## config.mk

```make
export PLATFORM = sky130hd
export DESIGN_NAME = adcsq_control
export DESIGN_NICKNAME = d
export VERILOG_FILES = /design/src/core/adcsq_pkg.sv /design/src/core/adcsq_cmp_if.sv /design/src/core/adcsq_cmp.sv /design/src/core/adcsq_control.sv
export SDC_FILE = /design/constraint.sdc
export NUM_CORES = 1
export LEC_CHECK = 0
export BUFFER_PORTS_ARGS = -buffer_cell sky130_fd_sc_hd__buf_2
export CORE_MARGIN = 1
export CORE_UTILIZATION = 55
export DETAILED_ROUTE_END_ITERATION = 10
export GPL_TIMING_DRIVEN = 0
export PLACE_DENSITY_LB_ADDON = 0.25
export RECOVER_POWER = 100
export SLEW_MARGIN = 25
export SYNTH_ARGS = -nofsm -noshare
export SYNTH_HDL_FRONTEND = slang
export SYNTH_HIERARCHICAL = 1
export SYNTH_SLANG_ARGS = --single-unit
```

## constraint.sdc

```tcl
create_clock -name ref_clk -period 6.1 [get_ports ref_clk]
set_clock_uncertainty 0.1 [all_clocks]
set_input_delay 0.305 -clock ref_clk [delete_from_list [all_inputs] [get_ports ref_clk]]
set_output_delay 0.305 -clock ref_clk [all_outputs]
set_load 0.02 [all_outputs]
```

## src/core/adcsq_pkg.sv

```systemverilog
// Function
// - the fourth sequencer runs a programme of exactly one step.
// - comparator on a sequence's final step fires nothing unless trigger-always mode.
// - result of step n goes to the comparator of step n+1, using its settings.
// - arbiter starts the pending sequencer with lowest priority value; 0 highest.
// - with only third and fourth pending, second and third priorities are compared.
// - no sampling when main or precision oscillator clocks both system and converter.
// - first two samples after converter clock enable are suspect; soft reset clears that.
// - phase offset delays sampling from each sequencer's own trigger instant.
// - with sync-wait set, processor triggers are held and released together by global-sync.
// - trigger-always mode applies no phase offset alignment.
// - the noise spread bit has no effect on conversion.
package adcsq_pkg;
  localparam int         SEQ_N        = 4;
  localparam int         STEP_N       = 8;
  localparam int         RES_W        = 12;
  localparam int         PRIO_W       = 2;
  localparam int         STEP_W       = 3;
  localparam int         PHASE_W      = 4;
  localparam logic [1:0] WARM_SAMPLES = 2'h2;
  localparam logic [2:0] SEQ3_LAST    = 3'h0;
  localparam logic [3:0] TAIL_PAIR    = 4'hc;

  typedef enum logic [1:0] {ADCSQ_CLK_PLL, ADCSQ_CLK_MAIN_OSCILLATOR, ADCSQ_CLK_PRECISION_INTERNAL_OSCILLATOR} adcsq_clk_t;
endpackage

```

## src/core/adcsq_cmp_if.sv

```systemverilog
`timescale 1ns/1ps
interface adcsq_cmp_if;
  import adcsq_pkg::*;
  logic [RES_W-1:0] result;
  logic             strobe;
  logic             enable;
  logic             above;
  logic [RES_W-1:0] threshold;
  logic             hit;

  modport ctrl (output result, output strobe, output enable, output above, output threshold, input hit);
  modport cmp  (input result, input strobe, input enable, input above, input threshold, output hit);
endinterface

```

## src/core/adcsq_cmp.sv

```systemverilog
`timescale 1ns/1ps
module adcsq_cmp
(
  input  wire logic  ref_clk,
  input  wire logic  resetn,
  input  wire logic  clk_en,
  adcsq_cmp_if.cmp   cif
);
  import adcsq_pkg::*;

  wire match;

  // comparator applies its own settings to whatever result it is handed
  assign match = cif.above ? (cif.result >= cif.threshold) : (cif.result < cif.threshold);

  always_ff @(posedge ref_clk)
  begin
    if (!resetn)
      cif.hit <= 1'b0;
    else if (clk_en)
      cif.hit <= cif.strobe & cif.enable & match;
  end
endmodule

```

## src/core/adcsq_control.sv

```systemverilog
`timescale 1ns/1ps
module adcsq_control
(
  input  wire logic                                           ref_clk,
  input  wire logic                                           resetn,
  input  wire logic                                           clk_en,
  input  wire logic [adcsq_pkg::SEQ_N-1:0]                    trig_req,
  input  wire logic [adcsq_pkg::SEQ_N-1:0]                    trigger_always,
  input  wire logic [adcsq_pkg::SEQ_N-1:0]                    proc_initiate,
  input  wire logic                                           sync_wait_bit,
  input  wire logic                                           global_sync_bit,
  input  wire logic [adcsq_pkg::SEQ_N-1:0][adcsq_pkg::PRIO_W-1:0] seq_priority,
  input  wire logic [adcsq_pkg::SEQ_N-1:0][adcsq_pkg::STEP_W-1:0] seq_last_step,
  input  wire logic [adcsq_pkg::PHASE_W-1:0]                  phase_offset,
  input  wire adcsq_pkg::adcsq_clk_t                          sys_clk_src,
  input  wire adcsq_pkg::adcsq_clk_t                          conv_clk_src,
  input  wire logic                                           converter_clock_gate,
  input  wire logic                                           converter_soft_reset,
  input  wire logic                                           noise_spread_bit,
  input  wire logic [adcsq_pkg::STEP_N-1:0]                   cmp_enable,
  input  wire logic [adcsq_pkg::STEP_N-1:0]                   cmp_above,
  input  wire logic [adcsq_pkg::RES_W-1:0]                    cmp_threshold,
  input  wire logic                                           conv_done,
  input  wire logic [adcsq_pkg::RES_W-1:0]                    conv_result,
  output logic                                                conv_start,
  output logic [1:0]                                          conv_seq,
  output logic [adcsq_pkg::STEP_W-1:0]                        conv_step,
  output logic                                                result_valid,
  output logic [adcsq_pkg::RES_W-1:0]                         result_data,
  output logic [1:0]                                          result_seq,
  output logic [adcsq_pkg::STEP_W-1:0]                        result_step,
  output logic                                                result_suspect,
  output logic [adcsq_pkg::STEP_N-1:0]                        cmp_event,
  output logic [adcsq_pkg::SEQ_N-1:0]                         seq_busy,
  output logic                                                seq_end,
  output logic                                                sampling_stalled
);
  import adcsq_pkg::*;

  typedef enum logic [1:0] {ADCSQ_IDLE, ADCSQ_START, ADCSQ_WAIT} adcsq_state_t;

  adcsq_state_t            st;
  logic [SEQ_N-1:0]        pending;
  logic [SEQ_N-1:0]        next_pending;
  logic [SEQ_N-1:0]        proc_hold;
  logic [SEQ_N-1:0]        dly_run;
  logic [SEQ_N-1:0]        set_pend;
  logic [SEQ_N-1:0][PHASE_W-1:0] dly;
  logic [1:0]              cur_seq;
  logic [STEP_W-1:0]       cur_step;
  logic [STEP_W-1:0]       cur_last;
  logic                    cur_always;
  logic [1:0]              warm;
  logic                    gate_q;
  logic [1:0]              pick_norm;
  logic [PRIO_W-1:0]       best;
  logic                    found;
  logic [STEP_N-1:0]       strobe_vec;
  logic [STEP_N-1:0]       hits;

  wire       rst_all     = !resetn || converter_soft_reset;
  wire       sampling_ok = !((sys_clk_src == conv_clk_src) &&
                             (sys_clk_src == ADCSQ_CLK_MAIN_OSCILLATOR || sys_clk_src == ADCSQ_CLK_PRECISION_INTERNAL_OSCILLATOR));
  wire       tail_only   = (pending == TAIL_PAIR);
  wire [1:0] pick_tail   = (seq_priority[1] < seq_priority[2]) ? 2'h2 : 2'h3;
  wire [1:0] pick        = tail_only ? pick_tail : pick_norm;
  wire       grant       = (st == ADCSQ_IDLE) && (|pending);
  wire [STEP_W-1:0] grant_last = (pick == 2'h3) ? SEQ3_LAST : seq_last_step[pick];
  wire       done_now    = (st == ADCSQ_WAIT) && conv_done;
  wire [3:0] cmp_idx     = {1'b0, cur_step} + 4'h1;
  wire       last_quiet  = (cmp_idx == {1'b0, cur_last}) && !cur_always;
  wire       warm_rise   = converter_clock_gate && !gate_q;
  wire       noise_unused = noise_spread_bit;  // no effect on conversion

  // lowest priority value wins, ties to the lower sequencer
  always_comb
  begin
    pick_norm = 2'h0;
    best      = '1;
    found     = 1'b0;
    for (int i = 0; i < SEQ_N; i++)
    begin
      if (pending[i] && (!found || seq_priority[i] < best))
      begin
        pick_norm = 2'(i);
        best      = seq_priority[i];
        found     = 1'b1;
      end
    end
  end

  genvar g;
  generate
    for (g = 0; g < SEQ_N; g++)
    begin : g_seq
      wire proc_now  = proc_initiate[g] && !sync_wait_bit;
      wire proc_rel  = proc_hold[g] && global_sync_bit;
      wire trig      = trig_req[g] || proc_now || proc_rel;
      wire idle_self = !(st != ADCSQ_IDLE && cur_seq == 2'(g));
      // offset counts from this sequencer's own trigger; no shared reference
      assign set_pend[g] = trigger_always[g] ? (!pending[g] && idle_self) :
                           ((trig && phase_offset == '0) || (dly_run[g] && dly[g] == 4'h1));
      assign next_pending[g] = set_pend[g] || (pending[g] && !(grant && pick == 2'(g)));

      always_ff @(posedge ref_clk)
      begin
        if (rst_all)
        begin
          proc_hold[g] <= 1'b0;
          dly_run[g]   <= 1'b0;
          dly[g]       <= '0;
        end
        else if (clk_en)
        begin
          proc_hold[g] <= (proc_initiate[g] && sync_wait_bit) || (proc_hold[g] && !global_sync_bit);
          if (trig && !trigger_always[g] && phase_offset != '0)
          begin
            dly_run[g] <= 1'b1;
            dly[g]     <= phase_offset;
          end
          else if (dly_run[g])
          begin
            dly[g]     <= dly[g] - 4'h1;
            dly_run[g] <= (dly[g] != 4'h1);
          end
        end
      end
    end
  endgenerate

  adcsq_cmp_if cif[STEP_N] ();

  generate
    for (g = 0; g < STEP_N; g++)
    begin : g_cmp
      assign strobe_vec[g]    = done_now && (cmp_idx == 4'(g)) && !last_quiet;
      assign cif[g].strobe    = strobe_vec[g];
      assign cif[g].result    = conv_result;
      assign cif[g].enable    = cmp_enable[g];
      assign cif[g].above     = cmp_above[g];
      assign cif[g].threshold = cmp_threshold;
      assign hits[g]          = cif[g].hit;
      adcsq_cmp u_cmp (.ref_clk(ref_clk), .resetn(!rst_all), .clk_en(clk_en), .cif(cif[g]));
    end
  endgenerate

  always_ff @(posedge ref_clk)
  begin
    if (!resetn)
      gate_q <= 1'b0;
    else if (clk_en)
      gate_q <= converter_clock_gate;
  end

  // converter core sits on ref_clk, so conv_done needs no synchroniser
  always_ff @(posedge ref_clk)
  begin
    if (rst_all)
    begin
      st <= ADCSQ_IDLE;
      pending <= '0;
      cur_seq <= 2'h0;
      cur_step <= '0;
      cur_last <= '0;
      cur_always <= 1'b0;
      warm <= 2'h0;
      conv_start <= 1'b0;
      conv_seq <= 2'h0;
      conv_step <= '0;
      result_valid <= 1'b0;
      result_data <= '0;
      result_seq <= 2'h0;
      result_step <= '0;
      result_suspect <= 1'b0;
      cmp_event <= '0;
      seq_busy <= '0;
      seq_end <= 1'b0;
      sampling_stalled <= 1'b0;
    end
    else if (clk_en)
    begin
      pending <= next_pending;
      cmp_event <= hits;
      conv_start <= 1'b0;
      result_valid <= 1'b0;
      seq_end <= 1'b0;
      if (warm_rise)
        warm <= WARM_SAMPLES;
      else if (done_now && warm != 2'h0)
        warm <= warm - 2'h1;
      case (st)
        ADCSQ_IDLE:
        begin
          sampling_stalled <= 1'b0;
          if (grant)
          begin
            cur_seq <= pick;
            cur_step <= '0;
            cur_last <= grant_last;
            cur_always <= trigger_always[pick];
            seq_busy <= 4'(1) << pick;
            st <= ADCSQ_START;
          end
        end
        ADCSQ_START:
        begin
          // a bad clock pairing stalls here rather than aborting the sequence
          sampling_stalled <= !sampling_ok;
          if (sampling_ok)
          begin
            conv_start <= 1'b1;
            conv_seq <= cur_seq;
            conv_step <= cur_step;
            st <= ADCSQ_WAIT;
          end
        end
        ADCSQ_WAIT:
        begin
          if (conv_done)
          begin
            result_valid <= 1'b1;
            result_data <= conv_result;
            result_seq <= cur_seq;
            result_step <= cur_step;
            result_suspect <= (warm != 2'h0);
            if (cur_step == cur_last)
            begin
              st <= ADCSQ_IDLE;
              seq_busy <= '0;
              seq_end <= 1'b1;
            end
            else
            begin
              cur_step <= cur_step + 3'h1;
              st <= ADCSQ_START;
            end
          end
        end
        default:
          st <= ADCSQ_IDLE;
      endcase
    end
  end
endmodule

```

==> results of run 1 <==
worst paths after layout:
kind | depth (start not counted) | slack (ns) | startpoint | endpoint
hold reg to reg | 2 | 0.36 | result_data[1] | result_data[1]
setup reg to reg | 12 | 1.85 | pending[0] | cur_always
setup / recovery | 12 | 1.85 | pending[0] | cur_always
hold / removal | 2 | 0.12 | resetn | gate_q
cells in the final DEF, fill, tap and decap left out, types with 11 or more instances in the layout:
cell / count
nand2_1: 90
mux2i_1: 21
nor2b_1: 17
a211oi_1: 15
clkbuf_1: 63
o21ai_0: 55
nand2b_1: 13
nand3b_1: 11
inv_1: 124
ha_1: 113
nand4_1: 25
nor2_1: 79
a21oi_1: 105
dfxtp_1: 89
buf_2: 83
per-layer routing:
metal | part of all wire | wire length [µm] | up-vias | global-route usage
li1 | - | - | 3798 | -
met1 | 0.43 | 9127 | 3571 | 0.3593
met2 | 0.48 | 10250 | 267 | 0.5282
met3 | 0.049 | 1046 | 57 | 0.03565
met4 | 0.037 | 789 | 0 | 0.1352
met5 | 0 | 0 | - | 0
power by group:
part,internal (mW),switching [mW]
clock,0.332,0.251
combinational,0.149,0.227
sequential,0.589,0.00783
area by class of cell:
| class | instances | area [µm²] |
|---|---|---|
| multi-input cells | 742 | 5246 |
| fillers | 1243 | 4712 |
| flip-flops and latches | 89 | 1782 |
| repair buffers | 123 | 564.3 |
| inverters | 124 | 465.4 |
| clock buffers | 11 | 242.7 |
| well taps | 176 | 220.2 |
| plain buffers | 25 | 103.9 |
| clock inverters | 5 | 63.81 |
worst max-delay path: stages, from the launching register on:
cell,delay [ns]
dfxtp_1,0.47
inv_1,0.17
o22ai_1,0.21
ha_1,0.33
o211a_1,0.17
nor2_1,0.16
mux2_2,0.36
ha_1,0.33
nor3b_1,0.17
o221a_2,0.29
o32ai_1,0.83
o2111ai_1,0.24
a32o_2,0.32
metrics by stage:
stage | instances | power [mW]
2_1_floorplan | 980 | 0.8553
5_1_grt | 1295 | 1.628
3_3_place_gp | 1279 | 0.9701
3_5_place_dp | 1279 | 0.9810
4_1_cts | 1295 | 1.558
6_report | 1295 | 1.556
cell families after synthesis:
group | Yosys count | share of synthesized area
muxes | 22 | 0.02898
and+or+nand+nor | 305 | 0.2066
DFF | 89 | 0.2332
adders and majority gates | 114 | 0.1863
AOI/OAI and AO/OA | 296 | 0.2646
xor gates and xnor gates | 5 | 0.005731
buffers and inverters | 149 | 0.07450
registers in the layout, indices dropped and copies added, names as in the netlist, 2 cells and up:
name and count:
g_cmp.u_cmp/cif.hit 8, pending 4, cur_last 3, warm 2
cur_step 3, conv_seq 2, result_step 3, cmp_event 8
seq_busy 4, st 2, conv_step 3, result_data 12
proc_hold 4, cur_seq 2, dly_run 4, result_seq 2
dly 16
==> qor.csv, run 1 <==
metric,value,unit
post-place-ws,2.373,ns
port_buffers,123,
vias,7693,
synth_edf_count,0,
clock_tree.root_cell,clkbuf_16,
first_pass_iters,7,
place_congestion,0.9210,
cts_setup_buffers,0,
netlist_instances,980,
die_w,119.9,µm
fin_nets,1316,
diodes,0,
worstMarginPinSlew,1.180,ns
holdWs,0.1233,ns
avgSynthCellArea,7.797,µm²
overflow,0,
viasPerCell,5.941,
maxCapViolCount,0,
numCtsBuffers,9,
postCtsHoldBufs,0,
yosys_warnings,6,
ant_nets,0,
required,6.25,ns
postSynth.asyncResetShare,0,
ys_types,65,
yosysTopAreaCell,dfxtp_1,
rsz0062_at_grt,false,
setup_slack,1.846,ns
synth-seq-cells,89,
slew_violations,0,
drc_errors,0,
hold_path.class,in2reg,
clk_pin_slew,0.07,ns
drt_iter0_drc,579,
fmax,0.2351,GHz
clkSinkCount,89,
grt_antenna_before_repair,0,
placeableCoreArea,13400,µm²
cellPowerDensity,179.1,nW/µm²
clk_path_buf_depth,2,
setup_viol,0,
p_leak,3.856,nW
synth_common_cells,"inv_1, ha_1, a21oi_1",
status,"complete, no violations",
synth-main-ff-cell,dfxtp_1,
ys_seq_area_frac,0.2332,
syn_nets,1182,
grt_pass1_vias,7268,
grt_max_degree,26,
worstPathArrival,4.40,ns
cts_tree,built,
synth_top_area_share,0.2332,
h-tree-depth,3,
synth_area,7641,µm²
path_max_fanout,8,
drive_gt1_frac,0.1251,
die_height,119.9,µm
wl_per_cell,16.38,µm
tns,0,ns
relSlewSlack,0.2136,
io_pins,128,
end_kind,flip-flop,
dp_hpwl,16120,µm
final_hold_viol_count,0,
fin_crit_sh,0.6973,
area_growth,13.71,%
grt_pass1_wl,34200,µm
cts_resized,0,
final_core_util,0.6484,
rows,42,
crit_path_start_kind,flip-flop,
grt_use_total,0.2983,
dpl-instance-area,8478,µm²
wl,21220,µm
synth_most_common_cell,inv_1,
dieArea,14370,µm²
post-route-min-period,4.254,ns
crit_type,reg2reg,
synth_area_leaders,"dfxtp_1, ha_1, a21oi_1",
initial_core_util,0.5702,
stdcell_area,8688,µm²
vdd_drop_max,0.1491,mV
clkLatencyLatePin,0.35,ns
(Power assumes the default switching activity.)
==> inputs of run 2 (changes only) <==
clock period = 4 ns   (was 6.1 ns; I/O delays follow)
==> run 2 against run 1 <==
Fmax up 12%. Setup slack worse by 1.7 ns. Critical path depth stayed put. Final cell count unchanged. Sequential power rose by 52%. Largest power group unchanged.
==> qor.csv, run 2 (synthesized netlist as in run 1, its figures left out) <==
metric,value,unit,change
seq_area,1782,µm²,unchanged
port_buffers,123,,unchanged
min_from,resetn,,unchanged
wl_per_cell,16.39,µm,was 16.38 µm
overflow,0,,unchanged
dieArea,14370,µm²,unchanged
drc_errors,0,,unchanged
tns,0,ns,unchanged
rows,42,,unchanged
grt_antenna_before_repair,0,,unchanged
diodes,0,,unchanged
r2r_setup_slack,0.20,ns,was 1.85 ns
h-tree-depth,3,,unchanged
power_frac_seq,0.383,,about the same
reg2reg_from,pending[0],,unchanged
slew_violations,0,,unchanged
clk_pin_slew,0.07,ns,about the same
top_regs,"dly x16, result_data x12",,unchanged
required,4.15,ns,was 6.25 ns
drt_iter0_drc,619,,was 579
path_max_fanout,8,,unchanged
multi_input_area,5273,µm²,was 5246 µm²
clkLatencyLatePin,0.35,ns,about the same
regMostFlops,dly,,unchanged
die_height,119.9,µm,unchanged
io_pins,128,,unchanged
hold_path_depth,2,,unchanged
die_w,119.9,µm,unchanged
initial_core_util,0.5702,,unchanged
grt_use_total,0.2983,,unchanged
viasPerCell,5.918,,was 5.941
setup_viol,0,,unchanged
layout_commonest_cell,inv_1,,unchanged
grt_pass1_wl,34200,µm,unchanged
cellPowerDensity,272.4,nW/µm²,was 179.1 nW/µm²
fill_cells,1237,,was 1243
status,"complete, no violations",,unchanged
grt_max_degree,26,,unchanged
sw_frac_of_total,0.3122,,was 0.3125
drive_gt1_frac,0.1278,,was 0.1251
worstMarginPinSlew,1.162,ns,was 1.180 ns
place_congestion,0.9210,,unchanged
clock_tree.root_cell,clkbuf_16,,unchanged
reg2reg_depth,12,,unchanged
relSlewSlack,0.2255,,was 0.2136
wl,21230,µm,was 21220 µm
cts_tree,built,,unchanged
clk_path_buf_depth,2,,unchanged
area_growth,14.07,%,was 13.71%
most-common-layout-cells,"inv_1, ha_1, a21oi_1, nand2_1, dfxtp_1",,unchanged
ant_nets,0,,unchanged
maxCapViolCount,0,,unchanged
first_pass_iters,5,,was 7
p_leak,3.865,nW,was 3.856 nW
clkSinkCount,89,,unchanged
grt_pass1_vias,7268,,unchanged
fin_crit_sh,0.9510,,was 0.6973
vdd_drop_max,0.2273,mV,was 0.1491 mV
crit_type,reg2reg,,unchanged
r2r-end,cur_always,,unchanged
postCtsHoldBufs,0,,unchanged
power.internal,1.633,mW,was 1.070 mW
power.clock.fraction,0.374,,was 0.375
numCtsBuffers,9,,unchanged
hold_path.class,in2reg,,unchanged
combPwrFrac,0.243,,was 0.242
fin_nets,1316,,unchanged
end_kind,flip-flop,,unchanged
p_switching,0.7413,mW,was 0.4862 mW
crit_path_start_kind,flip-flop,,unchanged
final_hold_viol_count,0,,unchanged
post-route-min-period,3.804,ns,was 4.254 ns
vias,7664,,was 7693
largest_register_ff_count,16,,unchanged
placeableCoreArea,13400,µm²,unchanged
worstPathArrival,3.95,ns,was 4.40 ns
rsz0062_at_grt,false,,unchanged
finalPower,2.374,mW,was 1.556 mW
dp_hpwl,16120,µm,unchanged
worstHoldEndpoint,gate_q,,unchanged
fmax,0.2629,GHz,was 0.2351 GHz
[run 2: cell type report]
type / instances / share of cell area
clock inverters: 5 / 0.007321
well taps: 176 / 0.02527
flip-flops and latches: 89 / 0.2044
inverters: 124 / 0.05340
plain buffers: 25 / 0.01192
multi-input cells: 742 / 0.6049
repair buffers: 123 / 0.06489
clock buffers: 11 / 0.02785
[run 2: power by group through the flow]
stage          Clock [mW]  Sequential, mW  Combinational [mW]
2_1_floorplan           0           0.927               0.377
3_3_place_gp            0           0.930               0.550
3_5_place_dp            0           0.930               0.566
4_1_cts             0.896           0.910               0.571
5_1_grt             0.933           0.911               0.642
6_report            0.888           0.910               0.576
[run 2: repair_timing]
item | in CTS | in global routing
setup buffers | 0 | 0
setup endpoints to repair | 0 | 1
resized for setup | 0 | 1
hold endpoints to repair | 0 | 0
[run 2: worst max-delay path, cell delays in order (launching register included)]
cell and delay [ns]:
dfxtp_1 0.47, inv_1 0.17, o22ai_1 0.21, ha_1 0.33, o211a_1 0.19, nor2_1 0.17
mux2_2 0.36, ha_1 0.33, nor3b_1 0.17, o221a_2 0.31, o32ai_4 0.41, o2111ai_1 0.19
a32o_2 0.29
[run 2: worst max path at each step]
stage	from	to	slack [ns]	depth (start not counted)
2_1_floorplan	pending[1]	cur_always	0.67	13
3_3_place_gp	pending[0]	cur_always	0.31	12
3_5_place_dp	pending[0]	cur_always	0.27	12
4_1_cts	pending[0]	cur_always	0.25	12
5_1_grt	pending[0]	cur_always	0.01	12
6_report	pending[0]	cur_always	0.20	12
[run 2: per-layer routing]
metal	vias up	GRT usage	wire, µm	part of all wire
met5	-	0	0	0
met2	246	0.5282	10220	0.48
li1	3793	-	-	-
met4	0	0.1352	788	0.037
met3	54	0.03565	1061	0.050
met1	3571	0.3593	9159	0.43
[run 2: through the flow]
stage / area [µm²] / hold slack, ns / instances / utilization / setup WS [ns]
global route: 8716 / 0.02953 / 1295 / 0.6504 / 0.01417
floorplan: 7641 / 0.2282 / 980 / - / 0.6688
finish: 8716 / 0.01899 / 1295 / 0.6504 / 0.1959
global placement: 8477 / 0.3403 / 1279 / 0.6326 / 0.3118
CTS: 8785 / 0.01543 / 1295 / 0.6556 / 0.2508
detailed placement: 8478 / 0.3440 / 1279 / 0.6327 / 0.2725
